--- src/wdog_pkg.sv ---
package wdog_pkg;

  // Bus geometry
  localparam int APB_AW = 20; // Byte address width
  localparam int APB_DW = 32; // Data width

  // Counter geometry
  localparam int PRESC_W = 12; // Prescaler width
  localparam int CNT_W = 6; // Timeout counter width
  localparam int SVC_KEEP = 4; // Prescaler bits kept by a service
  localparam int SHORT_TAP = 7; // Prescaler bits per count, short timeout

  // Timeouts in crystal cycles, for reference and checking
  localparam int TIMEOUT_LONG_CYC = (1 << 18) - (1 << 4); // Long timeout
  localparam int TIMEOUT_SHORT_CYC = (1 << 13) - (1 << 4); // Short timeout

  // Reset pin pulse length in crystal cycles
  localparam int PULSE_CYC = 32;
  localparam logic [5:0] PULSE_LAST = 6'(PULSE_CYC - 1); // Final count

  // Register indices and byte addresses
  localparam logic [APB_AW-1:0] SERVICE_IDX = 20'h0FFFF; // Service location
  localparam logic [APB_AW-1:0] SERVICE_ADDR = 20'(SERVICE_IDX << 2);
  localparam logic [APB_AW-1:0] CTRL_ADDR = 20'h00000; // Option bits
  localparam logic [APB_AW-1:0] STATUS_ADDR = 20'h00004; // Sticky events
  localparam logic [APB_AW-1:0] MASK_ADDR = 20'h00008; // Event mask
  localparam logic [APB_AW-1:0] RSTAT_ADDR = 20'h0000C; // Reset status
  localparam logic [APB_AW-1:0] COUNT_ADDR = 20'h00010; // Live counters

  // Control field positions
  localparam int CTRL_SHORT_BIT = 0; // Short timeout select
  localparam int CTRL_DIS_BIT = 1; // Watchdog disable option
  localparam int CTRL_STOPEN_BIT = 2; // Stop instruction enable
  localparam logic [2:0] CTRL_RESET = 3'h0; // Control reset value

  // Status and mask field positions
  localparam int EV_RESET_BIT = 0; // Watchdog reset issued
  localparam int EV_SERVICE_BIT = 1; // Service write seen
  localparam int EV_STOP_BIT = 2; // Stop mode entered
  localparam int EV_W = 3; // Event count
  localparam logic [EV_W-1:0] MASK_RESET = 3'h0; // Mask reset value

  // Reset status field
  localparam int RSTAT_WD_BIT = 0; // Watchdog caused last reset

  // Count register layout
  localparam int COUNT_CNT_LSB = 12; // Counter field position
  localparam int COUNT_STOP_BIT = 20; // Stopped flag position
  localparam int COUNT_PULSE_BIT = 21; // Pulse active position

  // Default reset vector low byte, arbitrary
  localparam logic [7:0] RST_VEC_LO_DEF = 8'h00;

  // Option fields held by software
  typedef struct packed {
    logic stop_en; // Stop instruction honoured
    logic disable_opt; // Watchdog resets suppressed
    logic short_sel; // Short timeout chosen
  } ctrl_t;

  // System events from the core, same clock
  typedef struct packed {
    logic stop_instr; // Stop instruction executes, pulse
    logic stop_exit; // Stop mode ends, pulse
    logic vec_fetch; // Reset vector fetch, pulse
    logic int_reset; // Other internal reset, pulse
    logic monitor_mode; // Monitor mode level
    logic break_state; // Break state level
  } sys_t;

  // Reset pulse states
  typedef enum logic {PULSE_IDLE, PULSE_ACTIVE} pulse_st_t;

endpackage : wdog_pkg
--- src/operating_watchdog_timer.sv ---
// Summary of operation
// - Six-bit counter after twelve-bit prescaler
// - Counts only the crystal clock
// - Overflow times out at fixed cycle counts
// - Service write clears counter, upper prescaler
// - Service read returns reset vector low
// - Reset pin low 32 cycles, flag set
// - Stop instruction clears the prescaler
// - Internal reset clears both counters
// - Reset vector fetch clears the prescaler
// - Disable option suppresses watchdog resets
// - Monitor mode high voltage disables watchdog
// - Break with reset high voltage disables
// - No CPU interrupt from the watchdog
// - Keeps counting during wait mode
// - Stop gates clock, counter frozen
// - Stop honoured only when enabled
//
// Decided for this implementation: the APB interface to the registers.
`timescale 1ns/1ns
`default_nettype none
module operating_watchdog_timer #(
  parameter logic [7:0] RST_VEC_LO = wdog_pkg::RST_VEC_LO_DEF // Vector low byte
) (
  input wire logic clk, // Crystal oscillator clock
  input wire logic rst_n, // Asynchronous reset, active low
  input wire logic psel, // APB select
  input wire logic penable, // APB enable
  input wire logic pwrite, // APB direction
  input wire logic [wdog_pkg::APB_AW-1:0] paddr, // APB byte address
  input wire logic [wdog_pkg::APB_DW-1:0] pwdata, // APB write data
  output logic [wdog_pkg::APB_DW-1:0] prdata, // APB read data
  output logic pready, // APB ready
  output logic pslverr, // APB error
  input wire wdog_pkg::sys_t sys, // Core events and modes
  input wire logic irq_hv, // High voltage on interrupt pin
  input wire logic rst_hv, // High voltage on reset pin
  output logic rst_pin_o, // Reset pin output value
  output logic rst_pin_oe, // Reset pin drive enable
  output logic reset_req, // Reset request to system logic
  output logic irq // Event status line
);
  import wdog_pkg::*;

  // Pin synchronisers
  logic [1:0] irq_hv_q; // Interrupt pin level stages
  logic [1:0] rst_hv_q; // Reset pin level stages
  logic irq_hv_s; // Synchronised interrupt pin level
  logic rst_hv_s; // Synchronised reset pin level

  // Counting state
  logic [PRESC_W-1:0] presc_r; // System prescaler
  logic [CNT_W-1:0] cnt_r; // Timeout counter
  logic stopped_r; // Stop mode active
  logic tick; // Counter advance
  logic ovf; // Counter overflow
  logic wd_off; // Watchdog disabled
  logic clr_all; // Both counters cleared

  // Register state
  ctrl_t ctrl_r; // Option bits
  logic [EV_W-1:0] status_r; // Sticky events
  logic [EV_W-1:0] mask_r; // Event mask
  logic rstat_r; // Watchdog reset flag
  logic [EV_W-1:0] ev_set; // Events this cycle

  // Reset pulse state
  pulse_st_t pulse_st_r; // Pulse state
  logic [5:0] pulse_cnt_r; // Pulse length count

  // Bus decode
  logic setup_ph; // Setup phase
  logic access_ph; // Access phase
  logic svc_wr; // Service location written
  logic [APB_DW-1:0] rd_nxt; // Read data for this address
  logic err_nxt; // Unmapped address
  logic [APB_DW-1:0] prdata_r; // Captured read data
  logic pslverr_r; // Captured error

  // Two-stage synchronisers for the pin levels
  always_ff @(posedge clk or negedge rst_n) begin
    if (!rst_n) begin
      irq_hv_q <= 2'h0;
      rst_hv_q <= 2'h0;
    end else begin
      irq_hv_q <= {irq_hv_q[0], irq_hv};
      rst_hv_q <= {rst_hv_q[0], rst_hv};
    end
  end
  assign irq_hv_s = irq_hv_q[1];
  assign rst_hv_s = rst_hv_q[1];

  // Disable terms
  assign wd_off = ctrl_r.disable_opt
    | (sys.monitor_mode & (irq_hv_s | rst_hv_s))
    | (sys.break_state & rst_hv_s);

  // Bus phases
  assign setup_ph = psel & ~penable;
  assign access_ph = psel & penable;
  assign svc_wr = access_ph & pwrite & (paddr == SERVICE_ADDR);

  // Counter advance taps; wait mode has no effect here
  always_comb begin
    if (ctrl_r.short_sel) begin
      tick = &presc_r[SHORT_TAP-1:0];
    end else begin
      tick = &presc_r;
    end
  end
  assign ovf = tick & (&cnt_r) & ~stopped_r & ~wd_off;
  assign clr_all = sys.int_reset | ovf;

  // Prescaler, run from the crystal clock only
  always_ff @(posedge clk or negedge rst_n) begin
    if (!rst_n) begin
      presc_r <= '0;
    end else if (clr_all || stopped_r || sys.vec_fetch) begin
      presc_r <= '0;
    end else if (sys.stop_instr) begin
      presc_r <= '0;
    end else if (svc_wr) begin
      presc_r <= {{(PRESC_W-SVC_KEEP){1'b0}}, presc_r[SVC_KEEP-1:0]};
    end else begin
      presc_r <= presc_r + 1'b1;
    end
  end

  // Timeout counter
  always_ff @(posedge clk or negedge rst_n) begin
    if (!rst_n) begin
      cnt_r <= '0;
    end else if (clr_all || svc_wr || wd_off) begin
      cnt_r <= '0;
    end else if (stopped_r) begin // Frozen in stop
      cnt_r <= cnt_r;
    end else if (tick) begin
      cnt_r <= cnt_r + 1'b1;
    end
  end

  // Stop mode tracking
  always_ff @(posedge clk or negedge rst_n) begin
    if (!rst_n) begin
      stopped_r <= 1'b0;
    end else if (clr_all || sys.stop_exit) begin // Leave on wake or reset
      stopped_r <= 1'b0;
    end else if (sys.stop_instr && ctrl_r.stop_en) begin
      stopped_r <= 1'b1;
    end
  end

  // Reset pulse generator
  always_ff @(posedge clk or negedge rst_n) begin
    if (!rst_n) begin
      pulse_st_r <= PULSE_IDLE;
      pulse_cnt_r <= 6'h00;
    end else begin
      unique case (pulse_st_r)
        PULSE_IDLE: begin
          if (ovf) begin // Start the pin pulse
            pulse_st_r <= PULSE_ACTIVE;
            pulse_cnt_r <= 6'h00;
          end
        end
        PULSE_ACTIVE: begin
          if (pulse_cnt_r == PULSE_LAST) begin // Pulse done
            pulse_st_r <= PULSE_IDLE;
          end else begin
            pulse_cnt_r <= pulse_cnt_r + 6'h01;
          end
        end
      endcase
    end
  end

  // Reset request, one cycle per overflow
  always_ff @(posedge clk or negedge rst_n) begin
    if (!rst_n) begin
      reset_req <= 1'b0;
    end else begin
      reset_req <= ovf;
    end
  end

  // Open-drain reset pin, driven low while active
  assign rst_pin_o = 1'b0;
  assign rst_pin_oe = (pulse_st_r == PULSE_ACTIVE);

  // Option register
  always_ff @(posedge clk or negedge rst_n) begin
    if (!rst_n) begin
      ctrl_r <= ctrl_t'(CTRL_RESET);
    end else if (access_ph && pwrite && paddr == CTRL_ADDR) begin
      ctrl_r.short_sel <= pwdata[CTRL_SHORT_BIT];
      ctrl_r.disable_opt <= pwdata[CTRL_DIS_BIT];
      ctrl_r.stop_en <= pwdata[CTRL_STOPEN_BIT];
    end
  end

  // Mask register
  always_ff @(posedge clk or negedge rst_n) begin
    if (!rst_n) begin
      mask_r <= MASK_RESET;
    end else if (access_ph && pwrite && paddr == MASK_ADDR) begin
      mask_r <= pwdata[EV_W-1:0];
    end
  end

  // Event sources
  always_comb begin
    ev_set = '0;
    ev_set[EV_RESET_BIT] = ovf;
    ev_set[EV_SERVICE_BIT] = svc_wr;
    ev_set[EV_STOP_BIT] = sys.stop_instr & ctrl_r.stop_en & ~stopped_r;
  end

  // Sticky status; read clears only bits returned, set wins
  always_ff @(posedge clk or negedge rst_n) begin
    if (!rst_n) begin
      status_r <= '0;
    end else if (access_ph && !pwrite && paddr == STATUS_ADDR) begin
      status_r <= (status_r & ~prdata_r[EV_W-1:0]) | ev_set;
    end else begin
      status_r <= status_r | ev_set;
    end
  end

  // Reset status flag; read clears, set wins
  always_ff @(posedge clk or negedge rst_n) begin
    if (!rst_n) begin
      rstat_r <= 1'b0;
    end else if (ovf) begin
      rstat_r <= 1'b1;
    end else if (access_ph && !pwrite && paddr == RSTAT_ADDR && prdata_r[RSTAT_WD_BIT]) begin
      rstat_r <= 1'b0;
    end
  end

  // Event line for bus software, never a CPU request
  assign irq = |(status_r & mask_r);

  // Read mux
  always_comb begin
    rd_nxt = '0;
    err_nxt = 1'b0;
    unique case (paddr)
      SERVICE_ADDR: rd_nxt[7:0] = RST_VEC_LO;
      CTRL_ADDR: rd_nxt[2:0] = ctrl_r;
      STATUS_ADDR: rd_nxt[EV_W-1:0] = status_r;
      MASK_ADDR: rd_nxt[EV_W-1:0] = mask_r;
      RSTAT_ADDR: rd_nxt[RSTAT_WD_BIT] = rstat_r;
      COUNT_ADDR: begin
        rd_nxt[PRESC_W-1:0] = presc_r;
        rd_nxt[COUNT_CNT_LSB+CNT_W-1:COUNT_CNT_LSB] = cnt_r;
        rd_nxt[COUNT_STOP_BIT] = stopped_r;
        rd_nxt[COUNT_PULSE_BIT] = rst_pin_oe;
      end
      default: err_nxt = 1'b1; // Unmapped
    endcase
  end

  // Capture read data and error in the setup phase
  always_ff @(posedge clk or negedge rst_n) begin
    if (!rst_n) begin
      prdata_r <= '0;
      pslverr_r <= 1'b0;
    end else if (setup_ph) begin
      prdata_r <= pwrite ? '0 : rd_nxt;
      pslverr_r <= err_nxt;
    end
  end

  // Bus answers in the first access cycle
  assign pready = 1'b1;
  assign prdata = prdata_r;
  assign pslverr = access_ph & pslverr_r;
endmodule : operating_watchdog_timer
`default_nettype wire

--- config.mk ---
export PLATFORM = sky130hd
export DESIGN_NAME = operating_watchdog_timer
export DESIGN_NICKNAME = d
export VERILOG_FILES = /design/src/wdog_pkg.sv /design/src/operating_watchdog_timer.sv
export SDC_FILE = /design/constraint.sdc
export NUM_CORES = 1
export LEC_CHECK = 0
export ABC_AREA = 1
export BUFFER_PORTS_ARGS = -buffer_cell sky130_fd_sc_hd__buf_2
export CAP_MARGIN = 20
export CELL_PAD_IN_SITES_DETAIL_PLACEMENT = 1
export CELL_PAD_IN_SITES_GLOBAL_PLACEMENT = 1
export CORE_AREA = 8 8 110 112
export DETAILED_ROUTE_END_ITERATION = 10
export DIE_AREA = 0 0 118 120
export PLACE_DENSITY_LB_ADDON = 0.1
export SLEW_MARGIN = 5
export SYNTH_ARGS = -nofsm -noshare
export SYNTH_HDL_FRONTEND = slang
export SYNTH_SLANG_ARGS = --single-unit
--- constraint.sdc ---
create_clock -name clk -period 1.6 [get_ports clk]
set_input_delay 0.16 -clock clk [delete_from_list [all_inputs] [get_ports clk]]
set_output_delay 0.16 -clock clk [all_outputs]
set_load 0.01 [all_outputs]
* Word level (Yosys, flattened, before mapping)
Index checks and enable logic that the tools add are counted.
** Storage, ports and cells
- Output and inout bits :: 38
- Input port bits :: 65
- Word-level logic and storage cells :: 105
- Flip-flop bits (word level) :: 74
** Operators by class
- Equal/unequal tests :: 10
- Reduce and logical (&&, ||, !) cells :: 25
- Add/subtract/negate cells :: 3
- Multiplexer cells :: 25
- Bitwise operators :: 25
** Operators by type and width (count)
- $eq 20x4->1 const B :: 2
- $mux 12 :: 3
- $mux 6 :: 5
- $mux 22 :: 1
- $eq 20x18->1 const B :: 1
- $eq 20x3->1 const B :: 1
- $eq 20x5->1 const B :: 1
- $logic_not 20->1 :: 1
- $add 12x1->12 const B :: 1
- $add 6x1->6 const B :: 2
- $and 1x1->1 :: 12
- $pmux 6 s2 :: 1
- $reduce_and 12->1 :: 1
- $mux 10 :: 1
- $logic_and 1x1->1 :: 8
- $mux 1 :: 8
- $pmux 2 s4 :: 1
- $reduce_and 7->1 :: 1
- $and 3x3->3 :: 2
- $eq 6x5->1 const B :: 1
- $or 3x3->3 :: 2
- $reduce_and 6->1 :: 1
- $reduce_bool 2->1 :: 3
- $reduce_or 6->1 :: 1
- 15 further kinds :: 27

* Logic depth before layout (Yosys ltp)
- Depth after elaboration :: 11
- Depth in mapped cells :: 12
- Depth with buffers taken out :: 12

* Worst setup path before layout
OpenSTA, ideal clock, no wires.
- Path kind :: register to register
- Start :: register cnt_r[0]
- End :: register presc_r[5]
- Cell stages (with the launch flop) :: 10
- Buffers on the path :: 1
- Arrival time :: 1.388 ns
- Setup slack :: 0.087 ns
- Clock period less this slack :: 1.513 ns
- Library setup time :: 0.125 ns
- Data required time :: 1.475 ns
- Cells stage by stage :: dfrtp_1 > ha_1 > nand3_1 > nor2_1 > nand4_1 > nor2_1 > nand2_2 > nand3_2 > buf_6 > nor3_1
** On the way
- Cells in the longest elaborated chain, start to end :: 8
** Ends and longest elaborated chain
- from (decl) :: RTL line operating_watchdog_timer.sv:53 : logic [CNT_W-1:0] cnt_r;
- from (signal assigned) :: RTL line operating_watchdog_timer.sv:136 : cnt_r <= cnt_r;
- from (signal assigned) :: RTL line operating_watchdog_timer.sv:138 : cnt_r <= cnt_r + 1'b1;
- $reduce_and 6->1 :: RTL line operating_watchdog_timer.sv:111 : assign ovf = tick & (&cnt_r) & ~stopped_r & ~wd_off;
- $and 1x1->1 (3 in a row) :: RTL line operating_watchdog_timer.sv:111
- $or 1x1->1 :: RTL line operating_watchdog_timer.sv:112 : assign clr_all = sys.int_reset | ovf;
- $logic_or 1x1->1 (2 in a row) :: RTL line operating_watchdog_timer.sv:118 : end else if (clr_all || stopped_r || sys.vec_fetch) begin
- $mux 12 :: RTL line operating_watchdog_timer.sv:118
- to (signal assigned) :: RTL line operating_watchdog_timer.sv:123 : presc_r <= {{(PRESC_W-SVC_KEEP){1'b0}}, presc_r[SVC_KEEP-1:0]};
- to (signal assigned) :: RTL line operating_watchdog_timer.sv:125 : presc_r <= presc_r + 1'b1;
- to (decl) :: RTL line operating_watchdog_timer.sv:52 : logic [PRESC_W-1:0] presc_r;
No other way between the ends.
A chain may end at the register's enable or synchronous reset.

* Worst setup path in the final report
- Start :: register presc_r[0]
- End :: register cnt_r[1]
** On the way
- Cells in the longest elaborated chain, start to end :: 10
- Elaborated cells between the ends (all ways) :: 13
- Classes of those cells :: eq/ne: 1; mux: 2; bitwise: 4; reduce/logical: 6
** Ends and longest elaborated chain
- $reduce_and 12->1 / $reduce_and 7->1 (equally long branches) :: RTL line operating_watchdog_timer.sv:108, operating_watchdog_timer.sv:106
- $mux 1 (*) :: RTL line operating_watchdog_timer.sv:105 : if (ctrl_r.short_sel) begin
- $and 1x1->1 (3 in a row) :: RTL line operating_watchdog_timer.sv:111
- $or 1x1->1 :: RTL line operating_watchdog_timer.sv:112
- $logic_or 1x1->1 (2 in a row) :: RTL line operating_watchdog_timer.sv:133 : end else if (clr_all || svc_wr || wd_off) begin
- $ne 2x1->1 (no source line) / $reduce_bool 2->1 (equally long branches)
- $reduce_and 2->1 (no source line)
Mark *: on every way between the ends. The rest lies on a longest branch, timed or not.

==> results.json <==
{
  "first_pass_iters": 4,
  "synth_most_common_cell": "nand2_1",
  "fin_setup_tns_ps": 0,
  "grtUsageTotal_pct": 15.3,
  "power_w": 0.00318,
  "status": "completed",
  "power_density_nw_per_um2": 706,
  "path_common_cell": "nand2_2",
  "r2r-start": "presc_r[0]",
  "slowest_delay_ps": 360,
  "synth_warnings": 0,
  "worstMarginPinSlew_ps": 652,
  "cts_max_level": 3,
  "dp_cells": 653,
  "finalHoldViolCount": 0,
  "post_dp_cell_area_um2": 4040,
  "setup_viol": 0,
  "syn_area_per_cell_um2": 7.96,
  "place_hpwl_mm": 7.73,
  "drtAntennaViolNets": 0,
  "fp.dieW_um": 118,
  "via_per_inst": 4.76,
  "drc": 0,
  "n_antenna_cell": 0,
  "synth_edf_count": 0,
  "rows": 38,
  "grt_overflow": 0,
  "cp-startpoint": "presc_r[0]",
  "io_buffers": 59,
  "synth_flop_cell": "dfrtp_1",
  "fin_worst_skew_ps": 11.6,
  "rrSetupSlack_ps": 10,
  "antenna_found_initial": 0,
  "die-area_um2": 14200,
  "synth_common_cells": "101 x nand2_1, 62 x dfrtp_1, 45 x nor2_1, 43 x inv_1, 39 x nand3_1",
  "nets": 604,
  "worstPathRequired_ps": 1820,
  "fin_crit_sh_pct": 99.1,
  "path_cells": "ha_2 > nand2_2 > inv_2 > nand2_4 > nor3_4 > nand2_2 > nand2_8 > buf_6 > nand2_4 > nand2_2 > nand2_1 > inv_1 > nor2_1",
  "synthToLayoutAreaGrowth_pct": 30.5,
  "die_h_um": 120,
  "drt-total-wl_mm": 10.5,
  "rsz0062_at_grt": "true",
  "ir_drop_mv": 0.354,
  "globalplace.congestion": 0.741,
  "cts_tree": "built",
  "crit_slowest_cell": "dfrtp_1",
  "via_count": 3240,
  "path_clk_slew_ps": 70,
  "drt_iter0_drc": 103,
  "clk_path_buf_depth": 2,
  "ios": 103,
  "worstPathMaxFanout": 4,
  "yosys-top-cells-area": "dfrtp_1 45%, nand2_1 11%, nand3_1 5.7%, nor2_1 4.9%, inv_1 4.7%",
  "grt_max_degree": 63,
  "coreArea_um2": 10500,
  "grt_pass1_wl_mm": 17.7,
  "dp_slack_ps": -178,
  "cts_buffers": 9,
  "start_util_pct": 32.8,
  "clkSinkCount": 62,
  "maxCapViolCount": 0,
  "first_global_vias": 3595,
  "layout-drive-gt1-share_pct": 29.1,
  "power.leakage_nw": 2.19,
  "cts-root-buf": "clkbuf_8",
  "netlist.area_leader.share_pct": 45.0,
  "max_slew_margin_pct": 56.5,
  "ys_types": 33,
  "synthCells": 433,
  "cp.arrival_ps": 1800,
  "reg2regPathDepth": 13,
  "slew_violations": 0,
  "hold_class": "input pin to register",
  "endpoint_kind": "register",
  "yosysTopAreaCell": "dfrtp_1",
  "postLayoutCellArea_um2": 4500,
  "cp_num_buf_inv": 3,
  "wl_per_cell_um": 15.4,
  "ys_seq_area_share_pct": 45.0,
  "clock_latency_ps": 340,
  "syn-cell-area_um2": 3450,
  "async_reset_ff_share_pct": 100,
  "regToRegEndpoint": "cnt_r[1]",
  "ys_ff_latch": 62,
  "crit_end": "cnt_r[1]",
  "critical_path_class": "register to register",
  "cp.depth": 13,
  "worstSetupStartpointType": "register",
  "max_freq_mhz": 631,
  "fin_cells": 680,
  "path_delay_family": "simple AND/OR/NAND/NOR gates",
  "finalCriticalPeriod_ps": 1590,
  "setup_ws_ps": 14.7
}
[kinds of logic after synthesis]
family | after synthesis | share of synthesized area (%)
compound gates | 47 | 7.99
xor+xnor | 6 | 1.53
fa+ha+maj | 3 | 1.09
buf+inv | 67 | 9.77
flops | 62 | 45.0
other cells | 2 | 0.218
simple gates | 246 | 34.4
[final cells by class]
class / count / area, um^2
sequential: 62 / 1550
multi-input combinational: 317 / 1770
timing repair buffer: 101 / 644
inverter: 45 / 169
fill: 1314 / 6010
tap: 140 / 175
clock inverter: 4 / 47.5
clock buffer: 11 / 141
[per-stage QoR]
| step | utilization (%) | hold WS [ps] |
|---|---|---|
| final | 42.8 | 92.5 |
| after global routing | 42.8 | 87.3 |
| after CTS | 41.8 | 71.1 |
| after detailed placement | 38.4 | 207 |
| after global placement | 38.4 | 202 |
| after floorplan | - | -136 |
[power breakdown]
part | internal, W | switching [W] | leakage [nW] | total, W
sequential | 0.00158 | 0.00000296 | 0.828 | 0.00158
clock | 0.000749 | 0.000608 | 0.0952 | 0.00136
combinational | 0.0000795 | 0.000160 | 1.26 | 0.000240
[how the worst min path moves through the flow]
stage / startpoint / to / slack (ps) / cells after the start
6_report: pwdata[2] / ctrl_r[2] / 90 / 3
3_5_place_dp: rst_n / reset_req / 210 / 2
4_1_cts: pwdata[2] / ctrl_r[2] / 70 / 3
5_1_grt: pwdata[2] / ctrl_r[2] / 90 / 3
2_1_floorplan: rst_n / cnt_r[0] / -140 / 0
3_3_place_gp: rst_n / reset_req / 200 / 2
[repair_timing]
item                                   in CTS  in global routing
pin swaps                                   7                  8
setup endpoints to repair                  26                 28
gates cloned                                1                  0
gates resized for setup                    17                 21
endpoints found under the hold margin      65                  0
buffers inserted                            5                  2
hold buffers                                4                  0
[registers in the layout, summed over array words and instances, names as in the netlist]
register and count:
prdata 20, presc_r 12, cnt_r 6, pulse_cnt_r 6, ctrl_r 3, mask_r 3, status_r 3, irq_hv_q 2
rst_hv_q 2, pslverr_r 1, reset_req 1, rst_pin_oe 1, rstat_r 1, stopped_r 1
[cells in the final DEF, fill, tap and decap left out, drive strengths merged]
cell / instances
a21oi: 7
buf: 97
bufinv: 1
clkbuf: 11
clkinv: 3
clkinvlp: 1
conb: 14
dfrtp: 62
dlygate4sd3: 4
ha: 3
inv: 44
nand2: 109
nand3: 45
nand3b: 2
nand4: 22
nor2: 52
nor3: 16
nor3b: 1
o21ai: 24
o21bai: 1
o31ai: 15
xnor2: 1
xor2: 5
[worst register-to-register path: cells and delay by family (launching register included)]
kind | cells | cell delay, ps
DFF | 1 | 360
and+or+nand+nor | 9 | 660
adders and majority gates | 1 | 200
buffers and inverters | 3 | 260
[per-layer routing]
metal  share of wire (%)  up-vias  track usage, %
li1                    -     1612               -
met1                  46     1567            18.3
met2                  50       52            26.8
met3                 3.8        9            3.62
met4                 1.0        0            4.32
met5                   0        -               0
(Power assumes the default switching activity.)
